<file path="src/include/hpsc_pkg.sv">
// Constants and types shared by the host port strap configuration block
package hpsc_pkg;

   // ****************************************************************
   // Timing
   // ****************************************************************
   localparam int unsigned CLK_PERIOD_NS         = 100;
   localparam int unsigned STRAP_SAMPLE_DELAY_NS = 1500;
   // Least time, so round up to whole cycles
   localparam int unsigned STRAP_SAMPLE_CYCLES   =
      (STRAP_SAMPLE_DELAY_NS + CLK_PERIOD_NS - 1) / CLK_PERIOD_NS;
   localparam int unsigned STRAP_CNT_W           = $clog2(STRAP_SAMPLE_CYCLES + 1);

   // ****************************************************************
   // Strap layout and levels
   // ****************************************************************
   localparam int unsigned STRAP_COUNT      = 3;
   localparam int unsigned STRAP_CMD_PORT   = 0;
   localparam int unsigned STRAP_SPI_MODE   = 1;
   localparam int unsigned STRAP_INTEGRITY  = 2;
   localparam logic [STRAP_COUNT-1:0] STRAP_RESET_VAL = 3'h0;
   localparam logic        CMD_PORT_I2C      = 1'h1;
   localparam logic        SPI_MODE_1_2      = 1'h1;
   localparam logic        INTEGRITY_CHKSUM  = 1'h1;

   // ****************************************************************
   // Integrity
   // ****************************************************************
   localparam int unsigned INTEG_W     = 8;
   localparam logic [7:0]  CRC8_POLY   = 8'h07;
   localparam logic [7:0]  INTEG_INIT  = 8'h00;

   // ****************************************************************
   // Strap sampler states
   // ****************************************************************
   typedef enum logic [1:0]
   {
      HPSC_ST_RESET = 2'b00,
      HPSC_ST_WAIT  = 2'b01,
      HPSC_ST_DONE  = 2'b10
   } hpsc_strap_state_t;

endpackage

</file>
<file path="src/include/hpsc_cfg_if.sv">
// Interface carrying the captured host configuration between modules
`timescale 1ns/1ps
interface hpsc_cfg_if;
   logic cfg_valid;
   logic cmd_is_i2c;
   logic spi_mode_1_2;
   logic cmd_checksum;
   logic init_start;

   modport src
   (
      output cfg_valid,
      output cmd_is_i2c,
      output spi_mode_1_2,
      output cmd_checksum,
      output init_start
   );

   modport dst
   (
      input cfg_valid,
      input cmd_is_i2c,
      input spi_mode_1_2,
      input cmd_checksum,
      input init_start
   );
endinterface

</file>
<file path="src/verilog/hpsc_strap_sampler.sv">
// Strap pin sampler: tristate in reset, delayed capture, debug drive after
`timescale 1ns/1ps
module hpsc_strap_sampler
(
   // Clock and reset
   input  wire logic                             i_sys_clk,
   input  wire logic                             i_srst,
   input  wire logic                             i_power_on_reset_n,
   // Strap pins
   input  wire logic [hpsc_pkg::STRAP_COUNT-1:0] i_strap,
   output logic      [hpsc_pkg::STRAP_COUNT-1:0] o_strap,
   output logic      [hpsc_pkg::STRAP_COUNT-1:0] o_strap_oe,
   // Debug drive request
   input  wire logic                             i_dbg_drive_en,
   input  wire logic [hpsc_pkg::STRAP_COUNT-1:0] i_dbg_drive_val,
   // Captured configuration
   hpsc_cfg_if.src                               cfg
);

   hpsc_pkg::hpsc_strap_state_t         state_r;
   logic [hpsc_pkg::STRAP_CNT_W-1:0]    cnt_r;
   logic [hpsc_pkg::STRAP_COUNT-1:0]    strap_r;
   logic                                in_reset;

   assign in_reset = i_srst || !i_power_on_reset_n;

   // ****************************************************************
   // Sequence
   // ****************************************************************
   always_ff @(posedge i_sys_clk)
   begin
      if (in_reset)
         state_r <= hpsc_pkg::HPSC_ST_RESET;
      else
      begin
         unique case (state_r)
            hpsc_pkg::HPSC_ST_RESET: state_r <= hpsc_pkg::HPSC_ST_WAIT;
            hpsc_pkg::HPSC_ST_WAIT:
               if (cnt_r == hpsc_pkg::STRAP_CNT_W'(hpsc_pkg::STRAP_SAMPLE_CYCLES - 1))
                  state_r <= hpsc_pkg::HPSC_ST_DONE;
            hpsc_pkg::HPSC_ST_DONE:  state_r <= hpsc_pkg::HPSC_ST_DONE;
            default:                 state_r <= hpsc_pkg::HPSC_ST_RESET;
         endcase
      end
   end

   always_ff @(posedge i_sys_clk)
   begin
      if (in_reset || state_r != hpsc_pkg::HPSC_ST_WAIT)
         cnt_r <= '0;
      else
         cnt_r <= cnt_r + 1'b1;
   end

   // ****************************************************************
   // Capture, held until the next power-on reset or synchronous reset
   // ****************************************************************
   always_ff @(posedge i_sys_clk)
   begin
      if (in_reset)
      begin
         strap_r       <= hpsc_pkg::STRAP_RESET_VAL;
         cfg.cfg_valid <= 1'b0;
      end
      else if (state_r == hpsc_pkg::HPSC_ST_WAIT &&
               cnt_r == hpsc_pkg::STRAP_CNT_W'(hpsc_pkg::STRAP_SAMPLE_CYCLES - 1))
      begin
         strap_r       <= i_strap;
         cfg.cfg_valid <= 1'b1;
      end
   end

   always_ff @(posedge i_sys_clk)
   begin
      if (in_reset)
         cfg.init_start <= 1'b0;
      else
         cfg.init_start <= (state_r == hpsc_pkg::HPSC_ST_RESET);
   end

   assign cfg.cmd_is_i2c   = strap_r[hpsc_pkg::STRAP_CMD_PORT];
   assign cfg.spi_mode_1_2 = strap_r[hpsc_pkg::STRAP_SPI_MODE];
   assign cfg.cmd_checksum = strap_r[hpsc_pkg::STRAP_INTEGRITY];

   // ****************************************************************
   // Pin drive
   // ****************************************************************
   // Drive only once the sample is in, so debug never corrupts a strap
   always_ff @(posedge i_sys_clk)
   begin
      if (in_reset)
      begin
         o_strap_oe <= '0;
         o_strap    <= '0;
      end
      else
      begin
         o_strap_oe <= {hpsc_pkg::STRAP_COUNT{i_dbg_drive_en && cfg.cfg_valid}};
         o_strap    <= i_dbg_drive_val;
      end
   end

endmodule

</file>
<file path="src/verilog/hpsc_integrity.sv">
// Running 8-bit CRC or checksum over a byte stream
`timescale 1ns/1ps
module hpsc_integrity
#(
   parameter logic [7:0] POLY = hpsc_pkg::CRC8_POLY
)
(
   // Clock and reset
   input  wire logic                          i_sys_clk,
   input  wire logic                          i_srst,
   // Stream
   input  wire logic                          i_clear,
   input  wire logic                          i_valid,
   input  wire logic [hpsc_pkg::INTEG_W-1:0]  i_byte,
   input  wire logic                          i_use_checksum,
   // Result
   output logic      [hpsc_pkg::INTEG_W-1:0]  o_value
);

   function automatic logic [7:0] crc8_step(input logic [7:0] crc, input logic [7:0] data);
      logic [7:0] c;
      c = crc ^ data;
      for (int i = 0; i < 8; i++)
         c = c[7] ? ((c << 1) ^ POLY) : (c << 1);
      return c;
   endfunction

   always_ff @(posedge i_sys_clk)
   begin
      if (i_srst || i_clear)
         o_value <= hpsc_pkg::INTEG_INIT;
      else if (i_valid)
         o_value <= i_use_checksum ? o_value + i_byte : crc8_step(o_value, i_byte);
   end

endmodule

</file>
<file path="src/verilog/hpsc_top.sv">
// Host port strap configuration and mirror park control, top level
`timescale 1ns/1ps

// What this block does
// - A low park request parks the mirror array and a high one releases it.
// - The command port strap picks SPI when 0 and I2C when 1 for commands.
// - The host port not used for commands serves as the diagnostic monitor port.
// - The SPI mode strap picks mode 0 or 3 when 0 and mode 1 or 2 when 1.
// - The SPI mode applies to the host SPI port in either role.
// - Command transfers use an 8-bit CRC when the integrity strap is 0, else a checksum.
// - The integrity strap affects only the command port; diagnostics use the flash setting.
// - Every strap pin stays undriven while power-on reset is low.
// - Each strap is sampled about 1.5 us after power-on reset rises.
// - A strap pin may be driven for debug only after its sample is taken.
// - An unstrapped pin reads 0, giving SPI commands, mode 0 or 3 and CRC.
// - Power-on reset is active low and its rise starts configuration.
module hpsc_top
(
   // Clock and reset
   input  wire logic                            i_sys_clk,
   input  wire logic                            i_srst,
   input  wire logic                            i_power_on_reset_n,

   // Park control
   input  wire logic                            i_park_request_n,
   output logic                                 o_mirror_park,

   // Strap pins
   input  wire logic                            i_command_port_strap,
   output logic                                 o_command_port_strap,
   output logic                                 o_command_port_strap_oe,
   input  wire logic                            i_spi_mode_strap,
   output logic                                 o_spi_mode_strap,
   output logic                                 o_spi_mode_strap_oe,
   input  wire logic                            i_integrity_method_strap,
   output logic                                 o_integrity_method_strap,
   output logic                                 o_integrity_method_strap_oe,

   // Debug drive of strap pins
   input  wire logic                            i_dbg_drive_en,
   input  wire logic [hpsc_pkg::STRAP_COUNT-1:0] i_dbg_drive_val,

   // Diagnostic port integrity setting from flash
   input  wire logic                            i_diag_use_checksum,

   // Host SPI port receive side
   input  wire logic                            i_spi_frame_start,
   input  wire logic                            i_spi_byte_valid,
   input  wire logic [hpsc_pkg::INTEG_W-1:0]    i_spi_byte,

   // Host I2C port receive side
   input  wire logic                            i_i2c_frame_start,
   input  wire logic                            i_i2c_byte_valid,
   input  wire logic [hpsc_pkg::INTEG_W-1:0]    i_i2c_byte,

   // Configuration status
   output logic                                 o_cfg_valid,
   output logic                                 o_init_start,
   output logic                                 o_cmd_is_i2c,
   output logic                                 o_spi_mode_1_2,
   output logic                                 o_cmd_checksum,
   output logic                                 o_diag_checksum,

   // Port roles
   output logic                                 o_spi_is_cmd,
   output logic                                 o_spi_is_diag,
   output logic                                 o_i2c_is_cmd,
   output logic                                 o_i2c_is_diag,

   // Command path
   output logic                                 o_cmd_frame_start,
   output logic                                 o_cmd_byte_valid,
   output logic      [hpsc_pkg::INTEG_W-1:0]    o_cmd_byte,
   output logic      [hpsc_pkg::INTEG_W-1:0]    o_cmd_integrity,

   // Diagnostic path
   output logic                                 o_diag_frame_start,
   output logic                                 o_diag_byte_valid,
   output logic      [hpsc_pkg::INTEG_W-1:0]    o_diag_byte,
   output logic      [hpsc_pkg::INTEG_W-1:0]    o_diag_integrity
);

   hpsc_cfg_if                          cfg ();

   logic [hpsc_pkg::STRAP_COUNT-1:0]    strap_in;
   logic [hpsc_pkg::STRAP_COUNT-1:0]    strap_out;
   logic [hpsc_pkg::STRAP_COUNT-1:0]    strap_oe;

   logic                                cmd_start_nxt;
   logic                                cmd_valid_nxt;
   logic [hpsc_pkg::INTEG_W-1:0]        cmd_byte_nxt;
   logic                                diag_start_nxt;
   logic                                diag_valid_nxt;
   logic [hpsc_pkg::INTEG_W-1:0]        diag_byte_nxt;

   logic                                park_r;
   logic                                diag_checksum_r;

   // ****************************************************************
   // Strap capture
   // ****************************************************************
   assign strap_in[hpsc_pkg::STRAP_CMD_PORT]  = i_command_port_strap;
   assign strap_in[hpsc_pkg::STRAP_SPI_MODE]  = i_spi_mode_strap;
   assign strap_in[hpsc_pkg::STRAP_INTEGRITY] = i_integrity_method_strap;

   hpsc_strap_sampler u_sampler
   (
      .i_sys_clk          (i_sys_clk),
      .i_srst             (i_srst),
      .i_power_on_reset_n (i_power_on_reset_n),
      .i_strap            (strap_in),
      .o_strap            (strap_out),
      .o_strap_oe         (strap_oe),
      .i_dbg_drive_en     (i_dbg_drive_en),
      .i_dbg_drive_val    (i_dbg_drive_val),
      .cfg                (cfg.src)
   );

   assign o_command_port_strap        = strap_out[hpsc_pkg::STRAP_CMD_PORT];
   assign o_command_port_strap_oe     = strap_oe[hpsc_pkg::STRAP_CMD_PORT];
   assign o_spi_mode_strap            = strap_out[hpsc_pkg::STRAP_SPI_MODE];
   assign o_spi_mode_strap_oe         = strap_oe[hpsc_pkg::STRAP_SPI_MODE];
   assign o_integrity_method_strap    = strap_out[hpsc_pkg::STRAP_INTEGRITY];
   assign o_integrity_method_strap_oe = strap_oe[hpsc_pkg::STRAP_INTEGRITY];

   assign o_cfg_valid    = cfg.cfg_valid;
   assign o_init_start   = cfg.init_start;
   assign o_cmd_is_i2c   = cfg.cmd_is_i2c;
   assign o_cmd_checksum = cfg.cmd_checksum;
   // Applies to the SPI port in both roles, so no role gating here
   assign o_spi_mode_1_2 = cfg.spi_mode_1_2;

   // ****************************************************************
   // Park control
   // ****************************************************************
   // Parked by default: a mirror left unparked across power loss is the hazard
   always_ff @(posedge i_sys_clk)
   begin
      if (i_srst || !i_power_on_reset_n)
         park_r <= 1'b1;
      else
         park_r <= !i_park_request_n;
   end

   assign o_mirror_park = park_r;

   // ****************************************************************
   // Port roles
   // ****************************************************************
   always_ff @(posedge i_sys_clk)
   begin
      if (i_srst || !cfg.cfg_valid)
      begin
         o_spi_is_cmd  <= 1'b0;
         o_spi_is_diag <= 1'b0;
         o_i2c_is_cmd  <= 1'b0;
         o_i2c_is_diag <= 1'b0;
      end
      else
      begin
         o_spi_is_cmd  <= cfg.cmd_is_i2c != hpsc_pkg::CMD_PORT_I2C;
         o_i2c_is_cmd  <= cfg.cmd_is_i2c == hpsc_pkg::CMD_PORT_I2C;
         o_spi_is_diag <= cfg.cmd_is_i2c == hpsc_pkg::CMD_PORT_I2C;
         o_i2c_is_diag <= cfg.cmd_is_i2c != hpsc_pkg::CMD_PORT_I2C;
      end
   end

   // ****************************************************************
   // Byte routing
   // ****************************************************************
   // Traffic before capture is dropped: the roles are not yet known
   always_comb
   begin
      cmd_start_nxt  = 1'b0;
      cmd_valid_nxt  = 1'b0;
      cmd_byte_nxt   = i_spi_byte;
      diag_start_nxt = 1'b0;
      diag_valid_nxt = 1'b0;
      diag_byte_nxt  = i_i2c_byte;
      if (cfg.cfg_valid)
      begin
         if (cfg.cmd_is_i2c == hpsc_pkg::CMD_PORT_I2C)
         begin
            cmd_start_nxt  = i_i2c_frame_start;
            cmd_valid_nxt  = i_i2c_byte_valid;
            cmd_byte_nxt   = i_i2c_byte;
            diag_start_nxt = i_spi_frame_start;
            diag_valid_nxt = i_spi_byte_valid;
            diag_byte_nxt  = i_spi_byte;
         end
         else
         begin
            cmd_start_nxt  = i_spi_frame_start;
            cmd_valid_nxt  = i_spi_byte_valid;
            cmd_byte_nxt   = i_spi_byte;
            diag_start_nxt = i_i2c_frame_start;
            diag_valid_nxt = i_i2c_byte_valid;
            diag_byte_nxt  = i_i2c_byte;
         end
      end
   end

   always_ff @(posedge i_sys_clk)
   begin
      if (i_srst)
      begin
         o_cmd_frame_start  <= 1'b0;
         o_cmd_byte_valid   <= 1'b0;
         o_cmd_byte         <= '0;
         o_diag_frame_start <= 1'b0;
         o_diag_byte_valid  <= 1'b0;
         o_diag_byte        <= '0;
      end
      else
      begin
         o_cmd_frame_start  <= cmd_start_nxt;
         o_cmd_byte_valid   <= cmd_valid_nxt;
         o_cmd_byte         <= cmd_byte_nxt;
         o_diag_frame_start <= diag_start_nxt;
         o_diag_byte_valid  <= diag_valid_nxt;
         o_diag_byte        <= diag_byte_nxt;
      end
   end

   // ****************************************************************
   // Integrity
   // ****************************************************************
   // Flash setting is sampled per frame so a change never splits one
   always_ff @(posedge i_sys_clk)
   begin
      if (i_srst)
         diag_checksum_r <= 1'b0;
      else if (diag_start_nxt)
         diag_checksum_r <= i_diag_use_checksum;
   end

   assign o_diag_checksum = diag_checksum_r;

   hpsc_integrity u_cmd_integ
   (
      .i_sys_clk      (i_sys_clk),
      .i_srst         (i_srst),
      .i_clear        (o_cmd_frame_start),
      .i_valid        (o_cmd_byte_valid),
      .i_byte         (o_cmd_byte),
      .i_use_checksum (cfg.cmd_checksum == hpsc_pkg::INTEGRITY_CHKSUM),
      .o_value        (o_cmd_integrity)
   );

   hpsc_integrity u_diag_integ
   (
      .i_sys_clk      (i_sys_clk),
      .i_srst         (i_srst),
      .i_clear        (o_diag_frame_start),
      .i_valid        (o_diag_byte_valid),
      .i_byte         (o_diag_byte),
      .i_use_checksum (diag_checksum_r),
      .o_value        (o_diag_integrity)
   );

endmodule

</file>
<file path="config.mk">
export PLATFORM = sky130hd
export DESIGN_NAME = hpsc_top
export DESIGN_NICKNAME = d
export VERILOG_FILES = /design/src/include/hpsc_pkg.sv /design/src/include/hpsc_cfg_if.sv /design/src/verilog/hpsc_strap_sampler.sv /design/src/verilog/hpsc_integrity.sv /design/src/verilog/hpsc_top.sv
export SDC_FILE = /design/constraint.sdc
export NUM_CORES = 1
export LEC_CHECK = 0
export ABC_AREA = 1
export BUFFER_PORTS_ARGS = -buffer_cell sky130_fd_sc_hd__buf_2
export CORE_UTILIZATION = 40
export DETAILED_ROUTE_END_ITERATION = 8
export GPL_TIMING_DRIVEN = 0
export HOLD_SLACK_MARGIN = 0.05
export SKIP_CTS_REPAIR_TIMING = 1
export SLEW_MARGIN = 20
export SYNTH_ARGS = -nofsm -noshare
export SYNTH_HDL_FRONTEND = slang
export SYNTH_SLANG_ARGS = --single-unit
</file>
<file path="constraint.sdc">
create_clock -name i_sys_clk -period 4.4 [get_ports i_sys_clk]
set_clock_uncertainty 0.15 [all_clocks]
set_input_delay 0.88 -clock i_sys_clk [delete_from_list [all_inputs] [get_ports i_sys_clk]]
set_output_delay 0.88 -clock i_sys_clk [all_outputs]
set_load 0.02 [all_outputs]
</file>
==> results of run 1 <==
-- state kept, by name, summed over array words and instances (netlist names), 2 cells and up --
register,count
u_sampler.strap_r,3
u_sampler.o_strap,3
u_diag_integ.o_value,8
u_sampler.state_r,2
u_cmd_integ.o_value,8
u_sampler.cnt_r,4
o_diag_byte,8
o_cmd_byte,8
-- path summary, 6_finish.rpt --
| path | from | end | slack (ps) |
|---|---|---|---|
| min reg2reg | u_sampler.strap_r[1] | u_sampler.strap_r[1] | 300 |
| min | u_sampler.strap_r[1] | u_sampler.strap_r[1] | 300 |
| max reg2reg | u_cmd_integ.o_value[0] | u_cmd_integ.o_value[6] | 2460 |
| max | o_cmd_byte_valid | o_cmd_byte_valid | 2320 |
-- power groups by stage --
stage | clock network [mW] | registers, mW | logic (mW)
2_1_floorplan | 0 | 0.539 | 0.0798
3_3_place_gp | 0 | 0.528 | 0.133
3_5_place_dp | 0 | 0.528 | 0.135
4_1_cts | 0.362 | 0.517 | 0.136
5_1_grt | 0.379 | 0.518 | 0.152
6_report | 0.348 | 0.516 | 0.136
-- kinds of logic (layout without fill, tap and decap cells) --
logic type	count (synthesis)	after routing
XOR/XNOR	9	9
adder cells (fa/ha/maj)	24	24
flip-flops	55	55
AND/OR/NAND/NOR	180	180
AO/OA/AOI/OAI	89	89
buffers and inverters	82	174
-- area by class of cell --
cell class / instances / area, um^2 / share of cell area
buffer: 11 / 62.6 / 0.0168
clock buffer: 5 / 68.8 / 0.0185
clock inverter: 3 / 47.5 / 0.0128
inverter: 71 / 267 / 0.0716
multi-input combinational: 302 / 1630 / 0.438
sequential: 55 / 1100 / 0.296
tap: 99 / 124 / 0.0333
timing repair buffer: 84 / 420 / 0.113
-- routing by layer --
metal  part of all wire  vias to the layer above
met2               0.42                       93
met1               0.49                     1335
met4             0.0079                        0
met5                  0                        -
met3              0.083                        4
li1                   -                     1576
-- placed cells by master (no fill, tap or decap), types with 9 or more instances in the layout --
| cell | n |
|---|---|
| buf_2 | 86 |
| inv_1 | 70 |
| a21oi_1 | 34 |
| nand2_2 | 9 |
| ha_1 | 22 |
| nand3_1 | 27 |
| nor2_1 | 64 |
| o21ai_0 | 44 |
| dfxtp_1 | 55 |
| nand2_1 | 71 |
-- metrics by stage --
stage	area, um^2	util
2_1_floorplan	3060	-
6_report	3720	0.507
3_3_place_gp	3600	0.492
3_5_place_dp	3600	0.492
5_1_grt	3720	0.507
4_1_cts	3720	0.507
-- cells in the mapped netlist (4+ instances only) --
library cell | instances | area [um^2]
nand2_1 | 71 | 267
xnor2_1 | 5 | 43.8
ha_1 | 22 | 275
a21oi_1 | 34 | 170
o21ai_1 | 6 | 30.0
nand3_1 | 27 | 135
inv_1 | 70 | 263
o21ai_0 | 44 | 220
buf_4 | 5 | 37.5
clkbuf_1 | 4 | 15.0
dfxtp_1 | 55 | 1100
xor2_1 | 4 | 35.0
nand2_2 | 9 | 56.3
nor2_1 | 64 | 240
==> metrics, run 1 <==
Post-DRT Antenna Nets 0; Sw Pwr approximately 0.26 mW; hold_ws just over 300 ps; Lkg Pwr between 2 and 2.5 nW; Overall Global Routing Usage 0.192; Power Density ~270 mW/mm^2; Hold Crit Class reg -> reg; RSZ-0062 raised after global routing false; global route hottest layer met2; Die Area 0.00800 mm^2; stages on the worst setup path 1; met1 Use GR 0.258; Setup CP Type reg -> out; synth warn 0; Worst path slowest cell dfxtp_1; Area Overhead vs Synth 21.6%; Clock Power Share 0.348; async set-reset flop share out of synthesis 0; Critical Path AT around 1100 ps; DIE HEIGHT 89.5 um; final hold vios 0; Final WS setup between 2000 and 2500 ps; Pwr Total between 0.9 and 1 mW; max_slew headroom 0.572; Max clock buf depth 2; compound-gate portion of the synthesized area 0.149; WP data required ~3400 ps; root buffer selected by CTS clkbuf_8; Global Route met3 Usage 0.0582; Worst-path clk slew approximately 100 ps; Seq pwr share 0.516; pre-CTS WS between 2000 and 2500 ps; share of layout cells above drive strength 1 0.220; measured slew at the worst slew-check pin 639 ps; CTS tree yes; #FFs+latches synth 55; min Tclk post-route 2080 ps; Startpoint Class flip-flop; largest net degree at the start of global routing 19; GR met2 Demand/Resource 0.305; CP delay by family, top flip-flops; via count 3008; drt total wl ~7500 um; Critical Path Max Stage Delay approximately 510 ps; max-cap viol count 0; cell-internal power between 0.7 and 0.8 mW; combinational family with the most area after synthesis simple AND/OR/NAND/NOR gates; clock sinks between 50 and 60; Comb pwr share 0.136; nets@finish approximately 600; Avg Inst Size Synth between 6 and 7 um^2; Clk Latency, worst-skew pair between 300 and 400 ps; final setup fails 0; initial core utilization 0.417; Post-Syn Nets 495; EDFF count, synth 0; crit share post-route 0.472; I/O Pins 85; Fill cells roughly 760; drt pass-1 iters 4; fin. max-slew vios 0; core box area around 0.0073 mm^2; Switching Share 0.265; routability cong. 0.848; drt drc 0; Yosys cell types 27; DR iter-0 viols around 130; area share of and/or/nand/nor cells after synthesis 0.255; Seq/Total Area, Yosys 0.360; Die W 89.5 um; CP Cell Sequence buf_2; diodes inserted 0; ys flop type dfxtp_1; Netlist Area Pre-Place ~0.0031 mm^2; crit path max fanout 6; vias in the first global route ~2600; nature of the critical path endpoint primary output; FMAX slightly below 0.5 GHz; Hold Path Stages 2; Post-Syn Instances ~440; TritonCTS buffer count 5; Fin Setup TNS 0 ps; first-pass GRT wire length 11700 um; PortBufs 84; Avg WL per Cell 11.9 um; H-Tree Depth 2; Max VDD drop approximately 0.00016 V; CP bufs+invs 1; # rows 31; Final HPWL DP between 6000 and 7000 um; Vias per Instance between 4 and 5; post-synthesis xor/xnor area fraction 0.0258; status finished, final reports clean; post-synthesis mux area share 0; placed insts approximately 620; reg2reg path depth 10; gr ovfl total 0; initial antenna violation count 1; Layout Cells excl Fill between 600 and 700; fraction of the mapped netlist area in adder cells 0.103
Note: power is estimated with default switching activity, not from simulation.
==> run 2, diff against run 1 <==
Settings changed: ABC_AREA 1 to 0.
Clock period 4.4 ns to 1.95 ns, I/O delays scaled along.
==> run 2 against run 1 <==
  * Sequential share of layout area is 0.19 points higher
  * Count of clock-buffer cells in the layout stayed put
  * Design area is 0.84% higher
  * Synthesized area is 5.2% lower
  * Combinational power is 140% higher
  * Largest cell class unchanged
  * Utilization is 3.6 points higher
  * Die area is 5.1% lower
  * First-iteration DRC count is 23% lower
  * Worst hold slack worse by 230 ps
  * Critical path type is now reg -> reg
  * Total power is 130% higher
  * Setup slack worse by 2300 ps
  * Wire length is 4.2% lower
==> metrics, run 2 <==
status finished, final reports clean; max-cap viol count 0 (unchanged); Fin Setup TNS 0 ps (unchanged); commonest non-fill, non-tap cell in the layout buf_2; max_slew headroom 0.698 (+0.126); count leader, synth dfxtp_1; WP data required 2050 ps (-1320 ps); nature of the critical path endpoint flip-flop; fin. max-slew vios 0 (unchanged); Pwr Total 2.28 mW (+130%); drt pass-1 iters 4 (unchanged); async set-reset flop share out of synthesis 0 (unchanged); first-pass GRT wire length 10800 um (-7.6%); global route hottest layer met2; ys flop type dfxtp_1; Clk Latency, worst-skew pair 310 ps (about the same); synth warn 0 (unchanged); most used cell, CP o211ai_1; final setup fails 0 (unchanged); PortBufs 84 (unchanged); CTS tree yes; Post-Syn Instances 331 (-25%); #FFs+latches synth 55 (unchanged); top-area cell type share of the netlist area 0.380 (+0.0197); met1 Use GR 0.250 (-0.00784); Area Overhead vs Synth 29.3%; I/O Pins 85 (unchanged); measured slew at the worst slew-check pin 453 ps (-186 ps); Worst path slowest cell dfxtp_4; Die W 87.2 um (-2.6%); Max clock buf depth 2 (unchanged); Die Area 0.00760 mm^2 (-5.1%); drt drc 0 (unchanged); Critical Path AT 2010 ps (+960 ps); Worst-path clk slew 110 ps (about the same); Hold Crit Class in -> reg; post-synth top area cell dfxtp_1; Max VDD drop 0.000400 V (+150%); Startpoint Class flip-flop; root buffer selected by CTS clkbuf_8; H-Tree Depth 2 (unchanged); GR met2 Demand/Resource 0.292 (-0.0126); DR iter-0 viols 102 (-23%); largest net degree at the start of global routing 19 (unchanged); Post-DRT Antenna Nets 0 (unchanged); # rows 30 (-3.2%); Reg-to-Reg Start u_diag_integ.o_value[3]; routability cong. 0.863 (+1.7%); via count 2590 (-14%); gr ovfl total 0 (unchanged); min Tclk post-route around 1900 ps; vias in the first global route 2299 (-11%); diodes inserted 0 (unchanged); EDFF count, synth 0 (unchanged); Avg WL per Cell 13.8 um (+16%); clock sinks 55 (unchanged); initial antenna violation count 0 (-1); Avg Inst Size Synth 8.76 um^2 (+26%); Final Core Density 0.543 (+0.0357); Global Route met3 Usage 0.0512 (-0.00699); pre-CTS WS -95.1 ps (-2380 ps); nets@finish 481 (-18%); Yosys cell types 38 (+41%); Final HPWL DP 5510 um (-8.2%); Netlist Area Pre-Place 0.00290 mm^2 (-5.2%); Power Density 608 mW/mm^2 (+130%); crit share post-route 0.984; largest cells by area after synthesis dfxtp_1, ha_1, a21oi_1; Seq/Total Area, Yosys 0.380 (+0.0197); Final WS setup 31.8 ps (-2290 ps); worst setup path startpoint u_diag_integ.o_value[3]; Setup CP Type reg -> reg; Critical Path Max Stage Delay 370 ps (-140 ps); Overall Global Routing Usage 0.187 (-0.00528); commonest non-fill, non-tap cells in the layout buf_2, nand2_1, dfxtp_1; initial core utilization 0.420 (+0.00262); core box area 0.00691 mm^2 (-5.8%); Vias per Instance 4.96 (+3.9%); FMAX 0.521 GHz; TritonCTS buffer count 5 (unchanged); DIE HEIGHT 87.2 um (-2.6%); CP Cell Sequence ha_4 > buf_8 > o211ai_1 > o211ai_1 > mux2_4 > a21o_1 > a21oi_1; Lkg Pwr 1.74 nW (-14%); top post-synthesis cells by count dfxtp_1, nand2_1, a21oi_1; Hold Crit Start i_park_request_n; drt total wl 7180 um (-4.2%); final hold vios 0 (unchanged); RSZ-0062 raised after global routing true; share of layout cells above drive strength 1 0.331 (+0.111); Post-Syn Nets 387 (-22%); crit path max fanout 5 (-1)
==> run 2: changes by cell type in the layout (fill, tap and decap cells not counted), sizes merged, moves of 7 or more <==
cell / before / now
and2: 0 / 8
mux2i: 0 / 9
inv: 72 / 17
o21ai: 50 / 15
nand3: 30 / 7
nor2: 64 / 26
xnor2: 5 / 17
nand2: 82 / 44
xor2: 4 / 13
buf: 91 / 98
==> run 2: worst max-delay path: cells and delay by family (launching register included) <==
| kind | cells | cell delay, ps |
|---|---|---|
| AO/OA/AOI/OAI | 4 | 640 |
| adder cells (fa/ha/maj) | 1 | 270 |
| buffers and inverters | 1 | 100 |
| flip-flops | 1 | 370 |
| multiplexers | 1 | 330 |
==> run 2: metal layers <==
layer	up-vias	wire length (um)	part of all wire
met5	-	0	0
li1	1313	-	-
met4	0	73	0.010
met1	1198	3390	0.47
met3	6	449	0.063
met2	73	3270	0.46
==> run 2: area by class of cell <==
class                   count  area [um^2]
inverters                  16         60.1
clock inverters             3         47.5
repair buffers             87          443
plain buffers              16          101
multi-input cells         244         1790
well taps                  96          120
clock buffers               5         68.8
fillers                   670         3160
flip-flops and latches     55         1120
==> run 2: power by group <==
group / internal (mW) / switching, mW / leakage, nW
combinational: 0.155 / 0.168 / 1.23
clock: 0.390 / 0.398 / 0.0587
sequential: 1.15 / 0.0213 / 0.453
total: 1.69 / 0.588 / 1.74
==> run 2: worst paths after layout <==
path / endpoint / slack, ps / depth (start not counted)
worst max-delay path: u_diag_integ.o_value[7] / 30 / 7
worst min-delay path: o_mirror_park / 70 / 2
worst max register to register: u_diag_integ.o_value[7] / 30 / 7
worst min register to register: u_sampler.cnt_r[0] / 320 / 1
==> run 2: cells by family (layout without fill, tap and decap cells) <==
group	after synthesis	in the layout	share of synthesized area
buffers and inverters	32	127	0.0500
AO/OA/AOI/OAI	79	79	0.166
XOR/XNOR	32	32	0.109
adder cells (fa/ha/maj)	24	24	0.109
multiplexers	12	12	0.0427
flip-flops	55	55	0.380
AND/OR/NAND/NOR	97	97	0.144
==> run 2: through the flow <==
step                      cells  cell area [um^2]  hold slack (ps)
after floorplan             331              2910              280
after global placement      511              3450              298
after detailed placement    511              3450              309
after CTS                   519              3570             58.0
after global routing        522              3750             52.4
final                       522              3750             70.0
==> run 3, diff against run 2 <==
Settings changed: CAP_MARGIN set to 10, CORE_UTILIZATION 40 to 45, PLACE_DENSITY set to 0.71, REMOVE_ABC_BUFFERS set to 1.
==> run 3 against run 2 <==
  * Global-route usage up 1.3 points
  * Count of clock-buffer cells in the layout up 1
  * Total power down 6.2%
  * Die area down 11%
  * Register-to-register slack better by 20 ps
  * Design area down 4.5%
  * Setup slack better by 21 ps
  * Clock power down 17%
  * Via count down 1.3%
  * Sequential share of layout area up 1.4 points
  * Largest cell class unchanged
==> metrics, run 3 (same netlist as run 2, synthesis figures left out) <==
status finished, final reports clean; fin. max-slew vios 0 (unchanged); routability cong. 0.868 (+0.53%); FF-to-FF End u_cmd_integ.o_value[4]; Post-DRT Antenna Nets 0 (unchanged); share of layout cells above drive strength 1 0.317 (-0.0139); Reg-to-Reg Start o_cmd_byte[0]; I/O Pins 85 (unchanged); H-Tree Depth 2 (unchanged); nets@finish 465 (-3.3%); FMAX 0.527 GHz (+1.1%); WP data required 2040 ps (about the same); via count 2556 (-1.3%); max_slew headroom 0.630 (-0.0684); CP delay by family, top adder cells; first-pass GRT wire length 10100 um (-7.0%); Die Area 0.00677 mm^2 (-11%); flop2flop setup slack 50 ps (+20 ps); drt drc 0 (unchanged); Overall Global Routing Usage 0.200 (+0.0129); Power Density 597 mW/mm^2 (-1.7%); Startpoint Class flip-flop; Clk Latency, worst-skew pair 320 ps (about the same); crit share post-route 0.973 (-0.0110); Lkg Pwr 1.65 nW (-5.1%); Die W 82.3 um (-5.6%); initial core utilization 0.479 (+0.0586); min Tclk post-route 1900 ps (-21.4 ps); Area Overhead vs Synth 23.5%; drt total wl 6650 um (-7.4%); Fill cells 547 (-18%); clock sinks 55 (unchanged); # rows 28 (-6.7%); max-cap viol count 0 (unchanged); reg2reg path depth 7 (unchanged); initial antenna violation count 0 (unchanged); hold endpoint o_mirror_park; register area 0.00112 mm^2 (-0.11%); Fin Setup TNS 0 ps (unchanged); Max VDD drop 0.000372 V (-6.9%); Critical Path Max Stage Delay 370 ps (about the same); Setup CP Type reg -> reg; PortBufs 84 (unchanged); Worst-path clk slew 100 ps (about the same); CP Cell Sequence ha_2 > inv_1 > fa_2 > o21ai_2 > a21oi_1 > xor2_1 > a211oi_1; crit path max fanout 3 (-2); CP bufs+invs 1 (unchanged); Critical Path AT 1980 ps (-30 ps); CTS tree yes; commonest non-fill, non-tap cells in the layout buf_2, dfxtp_1, nand2_1; drt pass-1 iters 4 (unchanged); DIE HEIGHT 82.3 um (-5.6%); Max clock buf depth 2 (unchanged); Hold Crit Start i_park_request_n; Avg WL per Cell 13.7 um (-0.32%); largest net degree at the start of global routing 27 (+8); Pwr Total 2.14 mW (-6.2%); gr ovfl total 0 (unchanged); final setup fails 0 (unchanged); Hold Path Stages 2 (unchanged); measured slew at the worst slew-check pin 554 ps (+101 ps); Hold Crit Class in -> reg; Worst path slowest cell dfxtp_1; TritonCTS buffer count 5 (unchanged); diodes inserted 0 (unchanged); commonest non-fill, non-tap cell in the layout buf_2; Final HPWL DP 4950 um (-10%); root buffer selected by CTS clkbuf_8; RSZ-0062 raised after global routing true; final hold vios 0 (unchanged); nature of the critical path endpoint flip-flop; area of the multi-input gates 0.00178 mm^2 (-0.77%); Vias per Instance 5.27 (+6.2%); DR iter-0 viols 112 (+9.8%); vias in the first global route 2218 (-3.5%); core box area 0.00606 mm^2 (-12%)
[run 3: changes by cell type in the layout (fill, tap and decap cells not counted), moves of 2 or more]
cell      before  now
buf_2         87   84
buf_4          8    3
clkbuf_1       5    1
ha_2           2    4
[run 3: final cells by class]
class / instances / area share
Tap cell: 75 / 0.0262
Sequential cell: 55 / 0.312
Clock inverter: 2 / 0.00454
Multi-Input combinational cell: 244 / 0.497
Timing Repair Buffer: 87 / 0.124
Inverter: 16 / 0.0168
Clock buffer: 6 / 0.0203
[run 3: how the worst max path moves through the flow]
stage | startpoint | depth (start not counted) | endpoint | slack, ps
global route | o_cmd_byte[0] | 7 | u_cmd_integ.o_value[4] | -10
floorplan | u_diag_integ.o_value[3] | 6 | u_diag_integ.o_value[4] | -20
finish | o_cmd_byte[0] | 7 | u_cmd_integ.o_value[4] | 50
CTS | o_cmd_byte[0] | 7 | u_cmd_integ.o_value[4] | -120
global placement | o_cmd_byte[0] | 7 | u_cmd_integ.o_value[4] | -50
detailed placement | o_diag_byte[3] | 6 | u_diag_integ.o_value[4] | -90
[run 3: report_power, final]
group	leakage (nW)	switching [mW]	internal, mW
clock	0.0418	0.396	0.259
combinational	1.16	0.166	0.151
sequential	0.453	0.0200	1.15
[run 3: routing by layer]
layer  share of wire  vias up  track usage  routed length, um
met5               0        -            0                  0
met4          0.0095        0       0.0474                 63
met3           0.067        5       0.0560                448
met2            0.46       77        0.326               3080
met1            0.46     1194        0.259               3050
li1                -     1280            -                  -
[run 3: per-stage QoR]
step | setup WS (ps) | util | std cells | hold WS [ps] | area, um^2
after floorplan | -17.4 | - | 315 | 280 | 2820
after global placement | -50.0 | 0.549 | 474 | 295 | 3330
after detailed placement | -93.2 | 0.549 | 474 | 303 | 3330
after CTS | -116 | 0.564 | 482 | 67.5 | 3420
after global routing | -10.1 | 0.591 | 485 | 53.1 | 3580
final | 53.2 | 0.591 | 485 | 68.7 | 3580
[run 3: worst register-to-register path, cell delays in order (launching register included)]
cell and delay [ps]:
dfxtp_1 370, ha_2 220, inv_1 60, fa_2 360
o21ai_2 170, a21oi_1 100, xor2_1 170, a211oi_1 220
